$ cat config.mk
export PLATFORM = sky130hd
export DESIGN_NAME = pmc_power_mode_controller
export DESIGN_NICKNAME = d
export VERILOG_FILES = /design/src/logic/pmc_pkg.sv /design/src/logic/pmc_power_mode_controller.sv
export VERILOG_INCLUDE_DIRS = /design/src /design/src/logic
export SDC_FILE = /design/constraint.sdc
export NUM_CORES = 1
export LEC_CHECK = 0
export BUFFER_PORTS_ARGS = -buffer_cell sky130_fd_sc_hd__buf_4
export CORE_MARGIN = 5
export CORE_UTILIZATION = 58
export DETAILED_ROUTE_END_ITERATION = 12
export GPL_TIMING_DRIVEN = 0
export HOLD_SLACK_MARGIN = 0.15
export PLACE_DENSITY = 0.83
export SLEW_MARGIN = 5
export SYNTH_ARGS = -nofsm -noshare
export SYNTH_HDL_FRONTEND = slang
export SYNTH_SLANG_ARGS = --single-unit
$ cat constraint.sdc
create_clock -name mclk -period 2.3 [get_ports mclk]
set_input_delay 0.46 -clock mclk [delete_from_list [all_inputs] [get_ports mclk]]
set_output_delay 0.46 -clock mclk [all_outputs]
set_load 0.01 [all_outputs]
$ cat src/logic/pmc_cfg.svh
`ifndef PMC_CFG_SVH
`define PMC_CFG_SVH

// Register addresses on the plain register port
`define PMC_ADDR_PWR      4'h0
`define PMC_ADDR_OSC      4'h1
`define PMC_ADDR_STATUS   4'h2
`define PMC_ADDR_MASK     4'h3
`define PMC_ADDR_CMP      4'h4
`define PMC_ADDR_MODE     4'h5

// Field positions
`define PMC_PWR_IDLE_BIT  0
`define PMC_PWR_STOP_BIT  1
`define PMC_OSC_SUSP_BIT  5
`define PMC_OSC_SRC_BIT   0
`define PMC_CMP_EN_BIT    0
`define PMC_CMP_RISE_BIT  1
`define PMC_CMP_FALL_BIT  2

// Status bits
`define PMC_ST_WAKE_IDLE  0
`define PMC_ST_WAKE_SUSP  1
`define PMC_ST_CMP_EDGE   2

// Reset values
`define PMC_OSC_RESET     8'h01
`define PMC_MASK_RESET    8'h00
`define PMC_CMP_RESET     8'h00

// Least debug clock, kHz, and clock rate, kHz
`define PMC_DBG_MIN_KHZ   32
`define PMC_CLK_KHZ       10000

`endif

$ cat src/logic/pmc_pkg.sv
package pmc_pkg;

    // Operating modes
    typedef enum logic [1:0] {
        PMC_ACTIVE,
        PMC_IDLE,
        PMC_SUSPEND,
        PMC_STOP
    } pmc_mode_t;

endpackage : pmc_pkg

$ cat src/logic/pmc_power_mode_controller.sv
// The plain strobed port and the address map are this design's own decisions.
`include "pmc_cfg.svh"

// What this block does
// - Power control bit 0 enters idle
// - Enabled interrupt or reset leaves idle
// - Power control bit 1 enters stop; reset exits
// - Oscillator bit 5 stops internal oscillator
// - Port events or comparator low exit suspend
// - Suspend/stop halt CPU, interrupts, timers, oscillator
// - Comparator edge selectable, wakes idle/suspend
module pmc_power_mode_controller
    import pmc_pkg::*;
(
    // Clock and synchronous reset
    input  wire logic       mclk,
    input  wire logic       rst_b,
    // Register port
    input  wire logic [3:0] reg_addr,
    input  wire logic [7:0] reg_wdata,
    input  wire logic       reg_wr,
    input  wire logic       reg_rd,
    output logic      [7:0] reg_rdata,
    // Wake sources, same clock domain
    input  wire logic       irq_pending,
    input  wire logic       port0_match,
    input  wire logic       port1_match,
    // Comparator output, asynchronous
    input  wire logic       comparator_sync_output,
    // Gating outputs
    output logic            cpu_run,
    output logic            system_clock_en,
    output logic            periph_clk_en,
    output logic            int_osc_en,
    output logic            irq_timers_en,
    output logic            cmp_irq,
    output logic            pmc_irq
);

    ////////////////////////////////////////////////////////////////////////
    // State
    pmc_mode_t   mode_q,   mode_d;     // Current mode
    logic [7:0]  osc_q,    osc_d;      // Oscillator control, bit 0 = clock source internal
    logic [7:0]  stat_q,   stat_d;     // Sticky event status
    logic [7:0]  mask_q,   mask_d;     // Interrupt mask
    logic [7:0]  cmpc_q,   cmpc_d;     // Comparator control
    logic [7:0]  rdata_q,  rdata_d;    // Registered read data
    logic        cmp_s1_q, cmp_s2_q;   // Comparator synchroniser
    logic        cmp_old_q;            // Previous synchronised level
    logic        cmp_irq_q, cmp_irq_d; // Comparator interrupt pulse

    // Decode one address strobe; used by writes and reads
    function automatic logic hit(input logic [3:0] a, input logic [3:0] r);
        return a == r;
    endfunction : hit

    ////////////////////////////////////////////////////////////////////////
    // Comparator synchroniser: first stage read by second only
    always_ff @(posedge mclk)
    begin
        if (!rst_b)
        begin
            cmp_s1_q  <= 1'b1;
            cmp_s2_q  <= 1'b1;
            cmp_old_q <= 1'b1;
        end
        else
        begin
            cmp_s1_q  <= comparator_sync_output;
            cmp_s2_q  <= cmp_s1_q;
            cmp_old_q <= cmp_s2_q;
        end
    end

    // Edge terms of the synchronised comparator
    logic cmp_rise, cmp_fall, cmp_edge, cmp_low_wake, susp_wake, idle_wake;
    assign cmp_rise     = cmp_s2_q & ~cmp_old_q;
    assign cmp_fall     = ~cmp_s2_q & cmp_old_q;
    // Edge selection: rising, falling or both
    assign cmp_edge     = cmpc_q[`PMC_CMP_EN_BIT]
                        & ((cmpc_q[`PMC_CMP_RISE_BIT] & cmp_rise)
                        | (cmpc_q[`PMC_CMP_FALL_BIT] & cmp_fall));
    // Enabled comparator at logic low wakes suspend
    assign cmp_low_wake = cmpc_q[`PMC_CMP_EN_BIT] & ~cmp_s2_q;
    assign susp_wake    = port0_match | port1_match | cmp_low_wake | cmp_edge;
    // Any enabled interrupt, comparator edge included, ends idle
    assign idle_wake    = irq_pending | cmp_edge;

    ////////////////////////////////////////////////////////////////////////
    // Next-state logic for mode, registers and status
    always_comb
    begin
        mode_d    = mode_q;
        osc_d     = osc_q;
        mask_d    = mask_q;
        cmpc_d    = cmpc_q;
        stat_d    = stat_q;
        rdata_d   = 8'h00;
        cmp_irq_d = cmp_edge;
        // Mode sequencing; only reset leaves stop, since rst_b dominates
        case (mode_q)
            PMC_ACTIVE:
            begin
                // Stop has priority over idle when both bits are written
                if (reg_wr && hit(reg_addr, `PMC_ADDR_PWR))
                begin
                    if (reg_wdata[`PMC_PWR_STOP_BIT])
                        mode_d = PMC_STOP;
                    else if (reg_wdata[`PMC_PWR_IDLE_BIT])
                        mode_d = PMC_IDLE;
                end
                else if (reg_wr && hit(reg_addr, `PMC_ADDR_OSC)
                         && reg_wdata[`PMC_OSC_SUSP_BIT])
                    mode_d = PMC_SUSPEND;
            end
            PMC_IDLE:
            begin
                // Idle bit reads back zero once active again
                if (idle_wake)
                begin
                    mode_d = PMC_ACTIVE;
                    stat_d[`PMC_ST_WAKE_IDLE] = 1'b1;
                end
            end
            PMC_SUSPEND:
            begin
                if (susp_wake)
                begin
                    mode_d = PMC_ACTIVE;
                    stat_d[`PMC_ST_WAKE_SUSP] = 1'b1;
                end
            end
            PMC_STOP:
                mode_d = PMC_STOP;
            default:
                mode_d = PMC_ACTIVE;
        endcase
        // Register writes; suspend bit is a strobe and is not stored
        if (reg_wr)
        begin
            if (hit(reg_addr, `PMC_ADDR_OSC))
                osc_d = reg_wdata & ~(8'h01 << `PMC_OSC_SUSP_BIT);
            if (hit(reg_addr, `PMC_ADDR_MASK))
                mask_d = reg_wdata;
            if (hit(reg_addr, `PMC_ADDR_CMP))
                cmpc_d = reg_wdata;
        end
        // Reads; status clears on read, but new events win
        if (reg_rd)
        begin
            if (hit(reg_addr, `PMC_ADDR_PWR))
                rdata_d = {6'h00, mode_q == PMC_STOP, mode_q == PMC_IDLE};
            else if (hit(reg_addr, `PMC_ADDR_OSC))
                rdata_d = osc_q;
            else if (hit(reg_addr, `PMC_ADDR_STATUS))
            begin
                rdata_d = stat_q;
                stat_d  = 8'h00;
                if (mode_q == PMC_IDLE && idle_wake)
                    stat_d[`PMC_ST_WAKE_IDLE] = 1'b1;
                if (mode_q == PMC_SUSPEND && susp_wake)
                    stat_d[`PMC_ST_WAKE_SUSP] = 1'b1;
            end
            else if (hit(reg_addr, `PMC_ADDR_MASK))
                rdata_d = mask_q;
            else if (hit(reg_addr, `PMC_ADDR_CMP))
                rdata_d = cmpc_q;
            else if (hit(reg_addr, `PMC_ADDR_MODE))
                rdata_d = {6'h00, mode_q};
            else
                rdata_d = 8'h00;
        end
        if (cmp_edge)
            stat_d[`PMC_ST_CMP_EDGE] = 1'b1;
    end

    ////////////////////////////////////////////////////////////////////////
    // Registers only
    always_ff @(posedge mclk)
    begin
        if (!rst_b)
        begin
            mode_q    <= PMC_ACTIVE;
            osc_q     <= `PMC_OSC_RESET;
            mask_q    <= `PMC_MASK_RESET;
            cmpc_q    <= `PMC_CMP_RESET;
            stat_q    <= 8'h00;
            rdata_q   <= 8'h00;
            cmp_irq_q <= 1'b0;
        end
        else
        begin
            mode_q    <= mode_d;
            osc_q     <= osc_d;
            mask_q    <= mask_d;
            cmpc_q    <= cmpc_d;
            stat_q    <= stat_d;
            rdata_q   <= rdata_d;
            cmp_irq_q <= cmp_irq_d;
        end
    end

    ////////////////////////////////////////////////////////////////////////
    // Gating outputs
    logic halted, from_int;
    assign halted          = (mode_q == PMC_SUSPEND) || (mode_q == PMC_STOP);
    assign from_int        = osc_q[`PMC_OSC_SRC_BIT];
    assign cpu_run         = (mode_q == PMC_ACTIVE);
    // Stop kills the system clock; suspend does so if clocked internally
    assign system_clock_en = !(mode_q == PMC_STOP) && !(mode_q == PMC_SUSPEND && from_int);
    assign periph_clk_en   = system_clock_en;
    assign int_osc_en      = !halted;
    assign irq_timers_en   = !halted;
    assign cmp_irq         = cmp_irq_q;
    assign pmc_irq         = |(stat_q & mask_q);
    assign reg_rdata       = rdata_q;

    ////////////////////////////////////////////////////////////////////////
    // Assertions
    property p_idle_enter;
        @(posedge mclk) disable iff (!rst_b)
        (mode_q == PMC_ACTIVE && reg_wr && reg_addr == `PMC_ADDR_PWR
         && reg_wdata[1:0] == 2'b01) |=> (mode_q == PMC_IDLE && !cpu_run && system_clock_en);
    endproperty
    a_idle_enter: assert property (p_idle_enter) else $error("idle not entered");

    property p_idle_exit;
        @(posedge mclk) disable iff (!rst_b)
        (mode_q == PMC_IDLE && irq_pending) |=> (mode_q == PMC_ACTIVE && cpu_run);
    endproperty
    a_idle_exit: assert property (p_idle_exit) else $error("idle not left on interrupt");

    // Sampled rst_b keeps the release edge of a one-cycle reset out of the antecedent
    property p_stop_hold;
        @(posedge mclk) disable iff (!rst_b)
        (rst_b && mode_q == PMC_STOP) |=> (mode_q == PMC_STOP && !system_clock_en)[*2];
    endproperty
    a_stop_hold: assert property (p_stop_hold) else $error("stop left without reset");

    property p_susp_clk;
        @(posedge mclk) disable iff (!rst_b)
        (mode_q == PMC_SUSPEND && osc_q[0]) |-> (!system_clock_en && !periph_clk_en);
    endproperty
    a_susp_clk: assert property (p_susp_clk) else $error("clock runs in suspend");

    property p_susp_exit;
        @(posedge mclk) disable iff (!rst_b)
        (mode_q == PMC_SUSPEND && (port0_match || port1_match)) |=> mode_q == PMC_ACTIVE;
    endproperty
    a_susp_exit: assert property (p_susp_exit) else $error("suspend not left");

    property p_halt;
        @(posedge mclk) disable iff (!rst_b)
        (mode_q == PMC_SUSPEND || mode_q == PMC_STOP)
        |-> (!cpu_run && !int_osc_en && !irq_timers_en);
    endproperty
    a_halt: assert property (p_halt) else $error("halt gating wrong");

    property p_cmp_edge;
        @(posedge mclk) disable iff (!rst_b)
        (rst_b && cmpc_q[2:0] == 3'b011 && $rose(cmp_s2_q)) |=> cmp_irq ##1 !cmp_irq;
    endproperty
    a_cmp_edge: assert property (p_cmp_edge) else $error("rising edge missed");

    // Any read of the power control register while active shows both request bits clear
    property p_self_clear;
        @(posedge mclk) disable iff (!rst_b)
        (mode_q == PMC_ACTIVE && reg_rd && reg_addr == `PMC_ADDR_PWR)
        |=> reg_rdata[1:0] == 2'b00;
    endproperty
    a_self_clear: assert property (p_self_clear) else $error("idle bit not cleared");

    // Suspend strobe halts the internal oscillator on the next cycle
    property p_susp_enter;
        @(posedge mclk) disable iff (!rst_b)
        (rst_b && mode_q == PMC_ACTIVE && reg_wr && reg_addr == `PMC_ADDR_OSC
         && reg_wdata[`PMC_OSC_SUSP_BIT]) |=> (mode_q == PMC_SUSPEND && !int_osc_en);
    endproperty
    a_susp_enter: assert property (p_susp_enter) else $error("suspend not entered");

    // The wake is logged even when a status read lands on the same edge
    property p_idle_stat;
        @(posedge mclk) disable iff (!rst_b)
        (rst_b && mode_q == PMC_IDLE && irq_pending) |=> stat_q[`PMC_ST_WAKE_IDLE];
    endproperty
    a_idle_stat: assert property (p_idle_stat) else $error("wake not logged");

    // Enabled comparator at logic low ends suspend one cycle later
    property p_susp_cmp_low;
        @(posedge mclk) disable iff (!rst_b)
        (rst_b && mode_q == PMC_SUSPEND && cmpc_q[`PMC_CMP_EN_BIT] && !cmp_s2_q)
        |=> mode_q == PMC_ACTIVE;
    endproperty
    a_susp_cmp_low: assert property (p_susp_cmp_low) else $error("low wake missed");

    // Falling edge selection gives exactly one pulse
    property p_cmp_fall;
        @(posedge mclk) disable iff (!rst_b)
        (rst_b && cmpc_q[2:0] == 3'b101 && $fell(cmp_s2_q)) |=> cmp_irq ##1 !cmp_irq;
    endproperty
    a_cmp_fall: assert property (p_cmp_fall) else $error("falling edge missed");

    // A selected comparator edge is a wake source for idle
    property p_idle_cmp_wake;
        @(posedge mclk) disable iff (!rst_b)
        (rst_b && mode_q == PMC_IDLE && cmpc_q[2:0] == 3'b011 && $rose(cmp_s2_q))
        |=> mode_q == PMC_ACTIVE;
    endproperty
    a_idle_cmp_wake: assert property (p_idle_cmp_wake) else $error("no edge wake");

endmodule : pmc_power_mode_controller

Word level (Yosys, flattened, before mapping)

Cells that the tools add are included.
W data, S select, Z words.

Bits in registers: 40
Bits of input ports: 20
Word-level logic and storage cells: 89

Eq/ne operators: 14
Muxes and demuxes: 24
Bitwise operators: 16
Reduce and logical (&&, ||, !) cells: 23

Operators by type and width:

| operator             | number |
|---|---|
| $mux W8              | 4 |
| $mux W2              | 8 |
| $mux W3              | 4 |
| $and A3 B8 Y8        | 1 |
| $eq A4 B2 Y1 const B | 2 |
| $eq A4 B3 Y1 const B | 2 |
| $ne A2 B2 Y1 const B | 4 |
| $pmux W2 S4          | 1 |
| $reduce_and A2 Y1    | 4 |
| $reduce_and A4 Y1    | 2 |
| $reduce_or A8 Y1     | 1 |
| $logic_and A1 B1 Y1  | 7 |
| $mux W1              | 7 |
| $and A1 B1 Y1        | 6 |
| $or A1 B1 Y1         | 5 |
| $eq A2 B2 Y1 const B | 2 |
| $eq A4 B1 Y1 const B | 1 |
| $logic_not A4 Y1     | 1 |
| $ne A4 B4 Y1 const B | 1 |
| $not A1 Y1           | 4 |
| $reduce_bool A2 Y1   | 2 |
| $logic_not A1 Y1     | 3 |
| $ne A3 B1 Y1 const B | 1 |
| $reduce_or A3 Y1     | 1 |
| other kinds (3)      | 3 |

Depth between registers and ports, before layout

Depth in word-level cells: 13
Mapped depth: 6

Least setup slack after synthesis

Ideal clock, no wire load.

Path type: in2reg
Start point: input port reg_addr[1]
End point: register cmpc_q[0]
Setup time: 0.132 ns
Data arrival time: 1.299 ns
Setup slack: 0.868 ns
Stages on the path: 5
Buffers on the path: 1
Cell sequence: buf_2 > nor4b_4 > nand2_1 > nand2_1 > a21oi_1

Longest elaborated chain between the ends: 2

Ends and longest elaborated chain:

| what                               | line                             | RTL |
|---|---|---|
| start, declared                    | pmc_power_mode_controller.sv:19  | `input wire logic [3:0] reg_addr,` |
| $eq A4 B3 Y1                       | pmc_power_mode_controller.sv:54  | `return a == r;` |
| $reduce_and A2 Y1 (no source line) | n/a                              |  |
| end signal, assigned               | pmc_power_mode_controller.sv:186 | `` cmpc_q <= `PMC_CMP_RESET; `` |
| end signal, assigned               | pmc_power_mode_controller.sv:196 | `cmpc_q <= cmpc_d;` |
| end, declared                      | pmc_power_mode_controller.sv:46  | `logic [7:0] cmpc_q, cmpc_d;` |

No other way between the ends.
A chain may end at the register's enable or synchronous reset.

Worst setup path in the final report

Start point: register mode_q[0]
End point: output port system_clock_en

Longest elaborated chain between the ends: 4
Elaborated cells on any way between the ends: 6

Ends and longest elaborated chain:

| what                   | line                             | RTL |
|---|---|---|
| start, declared        | pmc_power_mode_controller.sv:42  | `pmc_mode_t mode_q, mode_d;` |
| start signal, assigned | pmc_power_mode_controller.sv:193 | `mode_q <= mode_d;` |
| $eq A2 B2 Y1           | pmc_power_mode_controller.sv:210 | `assign system_clock_en = !(mode_q == PMC_STOP) && !(mode_q == PMC_SUSPEND && from_int);` |
| $logic_and A1 B1 Y1    | pmc_power_mode_controller.sv:210 |  |
| $logic_not A1 Y1       | pmc_power_mode_controller.sv:210 |  |
| $logic_and A1 B1 Y1 *  | pmc_power_mode_controller.sv:210 |  |
| end, declared          | pmc_power_mode_controller.sv:32  | `output logic system_clock_en,` |

Every way passes the cells marked *; elsewhere a longest branch is shown, timed or not.

==> flow_metrics.env <==
export IMPL_synth_top_cell_by_area="dfxtp_1"
export IMPL_holdWs_ps=310
export IMPL_clk_latency_ps=350
export IMPL_setup_viol=0
export IMPL_critical_path_required_ps=1840
export IMPL_ys_seq_elements=40
export IMPL_hold_violations=0
export IMPL_fin_skew_ps=11.8
export IMPL_post_route_period_util_pct=76.8
export IMPL_hp_class="input pin to register"
export IMPL_crit_path_max_fanout=9
export IMPL_yosys_top_cells_count="dfxtp_1 (40), nor2_1 (27), mux2i_1 (21)"
export IMPL_routed_wl_um=4250
export IMPL_rsz0062_at_grt="false"
export IMPL_ctsHoldBuffers=0
export IMPL_timing_rr_start="mode_q[0]"
export IMPL_critical_path_class="register to output pin"
export IMPL_clock_fmax_ghz=0.566
export IMPL_first_global_vias=1556
export IMPL_endpoint_kind="output pin"
export IMPL_netlist_area_um2=1780
export IMPL_ant_nets=0
export IMPL_grt_use_total_pct=21.9
export IMPL_areaGrowthSynthToFinish_pct=18.4
export IMPL_syn_avg_cell_area_um2=9.24
export IMPL_gp_congestion=0.886
export IMPL_synth_most_common_cell="dfxtp_1"
export IMPL_grtUsageMet2_pct=35.4
export IMPL_cts_sink_count=40
export IMPL_synth_edf_count=0
export IMPL_drtPass1Iterations=4
export IMPL_synthArstFlopShare_pct=0
export IMPL_busiest_layer="met2"
export IMPL_synth_distinct_cells=40
export IMPL_fp_dieH_um=65.5
export IMPL_synth_top_area_share_pct=44.9
export IMPL_min_from="comparator_sync_output"
export IMPL_fillerInstances=252
export IMPL_p_leak_nw=0.873
export IMPL_synth_ff_type="dfxtp_1"
export IMPL_synth_top_family_by_area="simple AND/OR/NAND/NOR gates"
export IMPL_vias_per_cell=5.95
export IMPL_coreArea_um2=3000
export IMPL_slew_headroom_pct=64.2
export IMPL_synth_compound_area_share_pct=14.0
export IMPL_die_area_um2=4290
export IMPL_r2r_end="reg_rdata[0]"
export IMPL_r2r_cells=5
export IMPL_cts_tree="done"
export IMPL_drt_drc_violations_left=0
export IMPL_use_met1_pct=28.5
export IMPL_syn_inst=193
export IMPL_fin_cells=265
export IMPL_ys_seq_area_share_pct=44.9
export IMPL_holdPathStages=2
export IMPL_wire_per_inst_um=16.1
export IMPL_critical_path_arrival_ps=1310
export IMPL_diodes=0
export IMPL_fin_ws_ps=532
export IMPL_antenna_found_initial=0
export IMPL_synth_nets=213
export IMPL_muxShareOfSynthArea_pct=13.0
export IMPL_maxSlewViolCount=0
export IMPL_drv_cap=0
export IMPL_path_clk_slew_ps=120
export IMPL_postLayoutCellArea_um2=2110
export IMPL_rows=20
export IMPL_cp_start_kind="register"
export IMPL_tns_ps=0
export IMPL_synthAdderAreaFrac_pct=0
export IMPL_status="finished, final reports clean"
export IMPL_die_w_um=65.5
export IMPL_worstMarginPinSlew_ps=532
export IMPL_gr_total_overflow=0
export IMPL_r2r_slack_ps=950
export IMPL_synth_area_leaders="dfxtp_1 (45%), mux2i_1 (12%), nor2_1 (5.7%), nand2_1 (3.6%), a21oi_1 (3.4%)"
export IMPL_vias=1578
export IMPL_grt_use_met3_pct=6.15
export IMPL_grt_first_pass_wirelength_um=7180
export IMPL_power_mw=1.17
export IMPL_drive_above_1_share_pct=24.6
export IMPL_hold_path_end="cmp_s1_q"
export IMPL_synth_simple_gate_area_share_pct=21.0
export IMPL_yosys_warnings=0
export IMPL_port_buffers=32
export IMPL_power_density_nw_per_um2=552
export IMPL_root_buffer="clkbuf_4"
export IMPL_clk_path_buf_depth=2
export IMPL_drtIter0Drc=179
export IMPL_postCtsSetupBuffers=0
export IMPL_nets=252
export IMPL_postLayoutCoreUtil_pct=70.3
export IMPL_synthXorXnorAreaFrac_pct=0
export IMPL_post_place_ws_ps=692
export IMPL_cts_resized=0
export IMPL_placed_cell_area_um2=2070
export IMPL_post_route_min_period_ps=1770
export IMPL_cts_buffers=5
export IMPL_start_util_pct=59.4
export IMPL_grt_max_degree=12
export IMPL_ios=35
export IMPL_place_detailed_hpwl_um=3110
export IMPL_ir_worst_vdd_v=0.000430
export IMPL_htreeDepth=2
export IMPL_dp_cells=258
[power breakdown]
group	internal, mW	leakage, nW	switching, mW	total [mW]
Clock	0.113	0.0281	0.224	0.337
Combinational	0.0548	0.521	0.0679	0.123
Sequential	0.701	0.323	0.00535	0.707
Total	0.869	0.873	0.297	1.17
[cells by family (layout without fill, tap and decap cells)]
group                  Yosys count  after routing
AO/OA/AOI/OAI                   37             37
buffers and inverters           20             59
flip-flops                      40             40
multiplexers                    23             23
AND/OR/NAND/NOR                 73             73
[worst max-delay path by stage]
stage,from,to,slack [ps],cells past startpoint
6_report,mode_q[0],system_clock_en,530,4
5_1_grt,stat_q[2],pmc_irq,390,3
4_1_cts,mode_q[0],system_clock_en,510,4
3_5_place_dp,reg_addr[1],cmpc_q[4],690,5
3_3_place_gp,reg_addr[3],mask_q[2],700,6
2_1_floorplan,reg_addr[1],cmpc_q[0],870,5
[flip-flops by register name, summed over array words and instances (netlist names)]
register   count
cmp_old_q      1
stat_q         3
cmp_irq        1
mode_q         2
cmpc_q         8
osc_q          7
reg_rdata      8
mask_q         8
cmp_s1_q       1
cmp_s2_q       1
[routing by layer]
layer  share of wire, %  routed length (um)
met1                 41                1750
met2                 48                2050
met3                9.8                 416
met4               0.87                  37
met5                  0                   0
[layout by cell type, fill, tap and decap left out, drive strengths merged]
cell     count
a21boi       1
mux2i       21
nand2b       3
nand4        1
nor3         1
nand4b       3
and4         1
inv          5
clkinv       2
nor2        28
nand2       17
o31ai        1
nor2b        1
o41ai        1
nor4b        3
o21a         2
a221oi       2
dfxtp       40
buf         44
mux2         2
a22oi        1
clkbuf       8
and2b        1
a31o         1
o21ai        5
a2bb2oi      4
nor4         1
a31oi        2
a21o         1
a21oi       12
nand3       13
a2111oi      1
a211oi       1
a222oi       1
a41oi        1
[worst max-delay path, stage by stage, from the launching register on]
cell     delay [ps]
dfxtp_1         320
buf_2           160
o21ai_0         230
buf_4           150
buf_4           110
[final cells by class]
type	count	area, um2	share of cell area, %
Multi-Input combinational cell	133	857	40.6
Sequential cell	40	801	37.9
Timing Repair Buffer	32	240	11.4
Buffer	14	104	4.92
Clock buffer	6	41.3	1.95
Tap cell	33	41.3	1.95
Inverter	6	22.5	1.07
Clock inverter	1	5.00	0.237
Note: power is estimated with default switching activity, not from simulation.
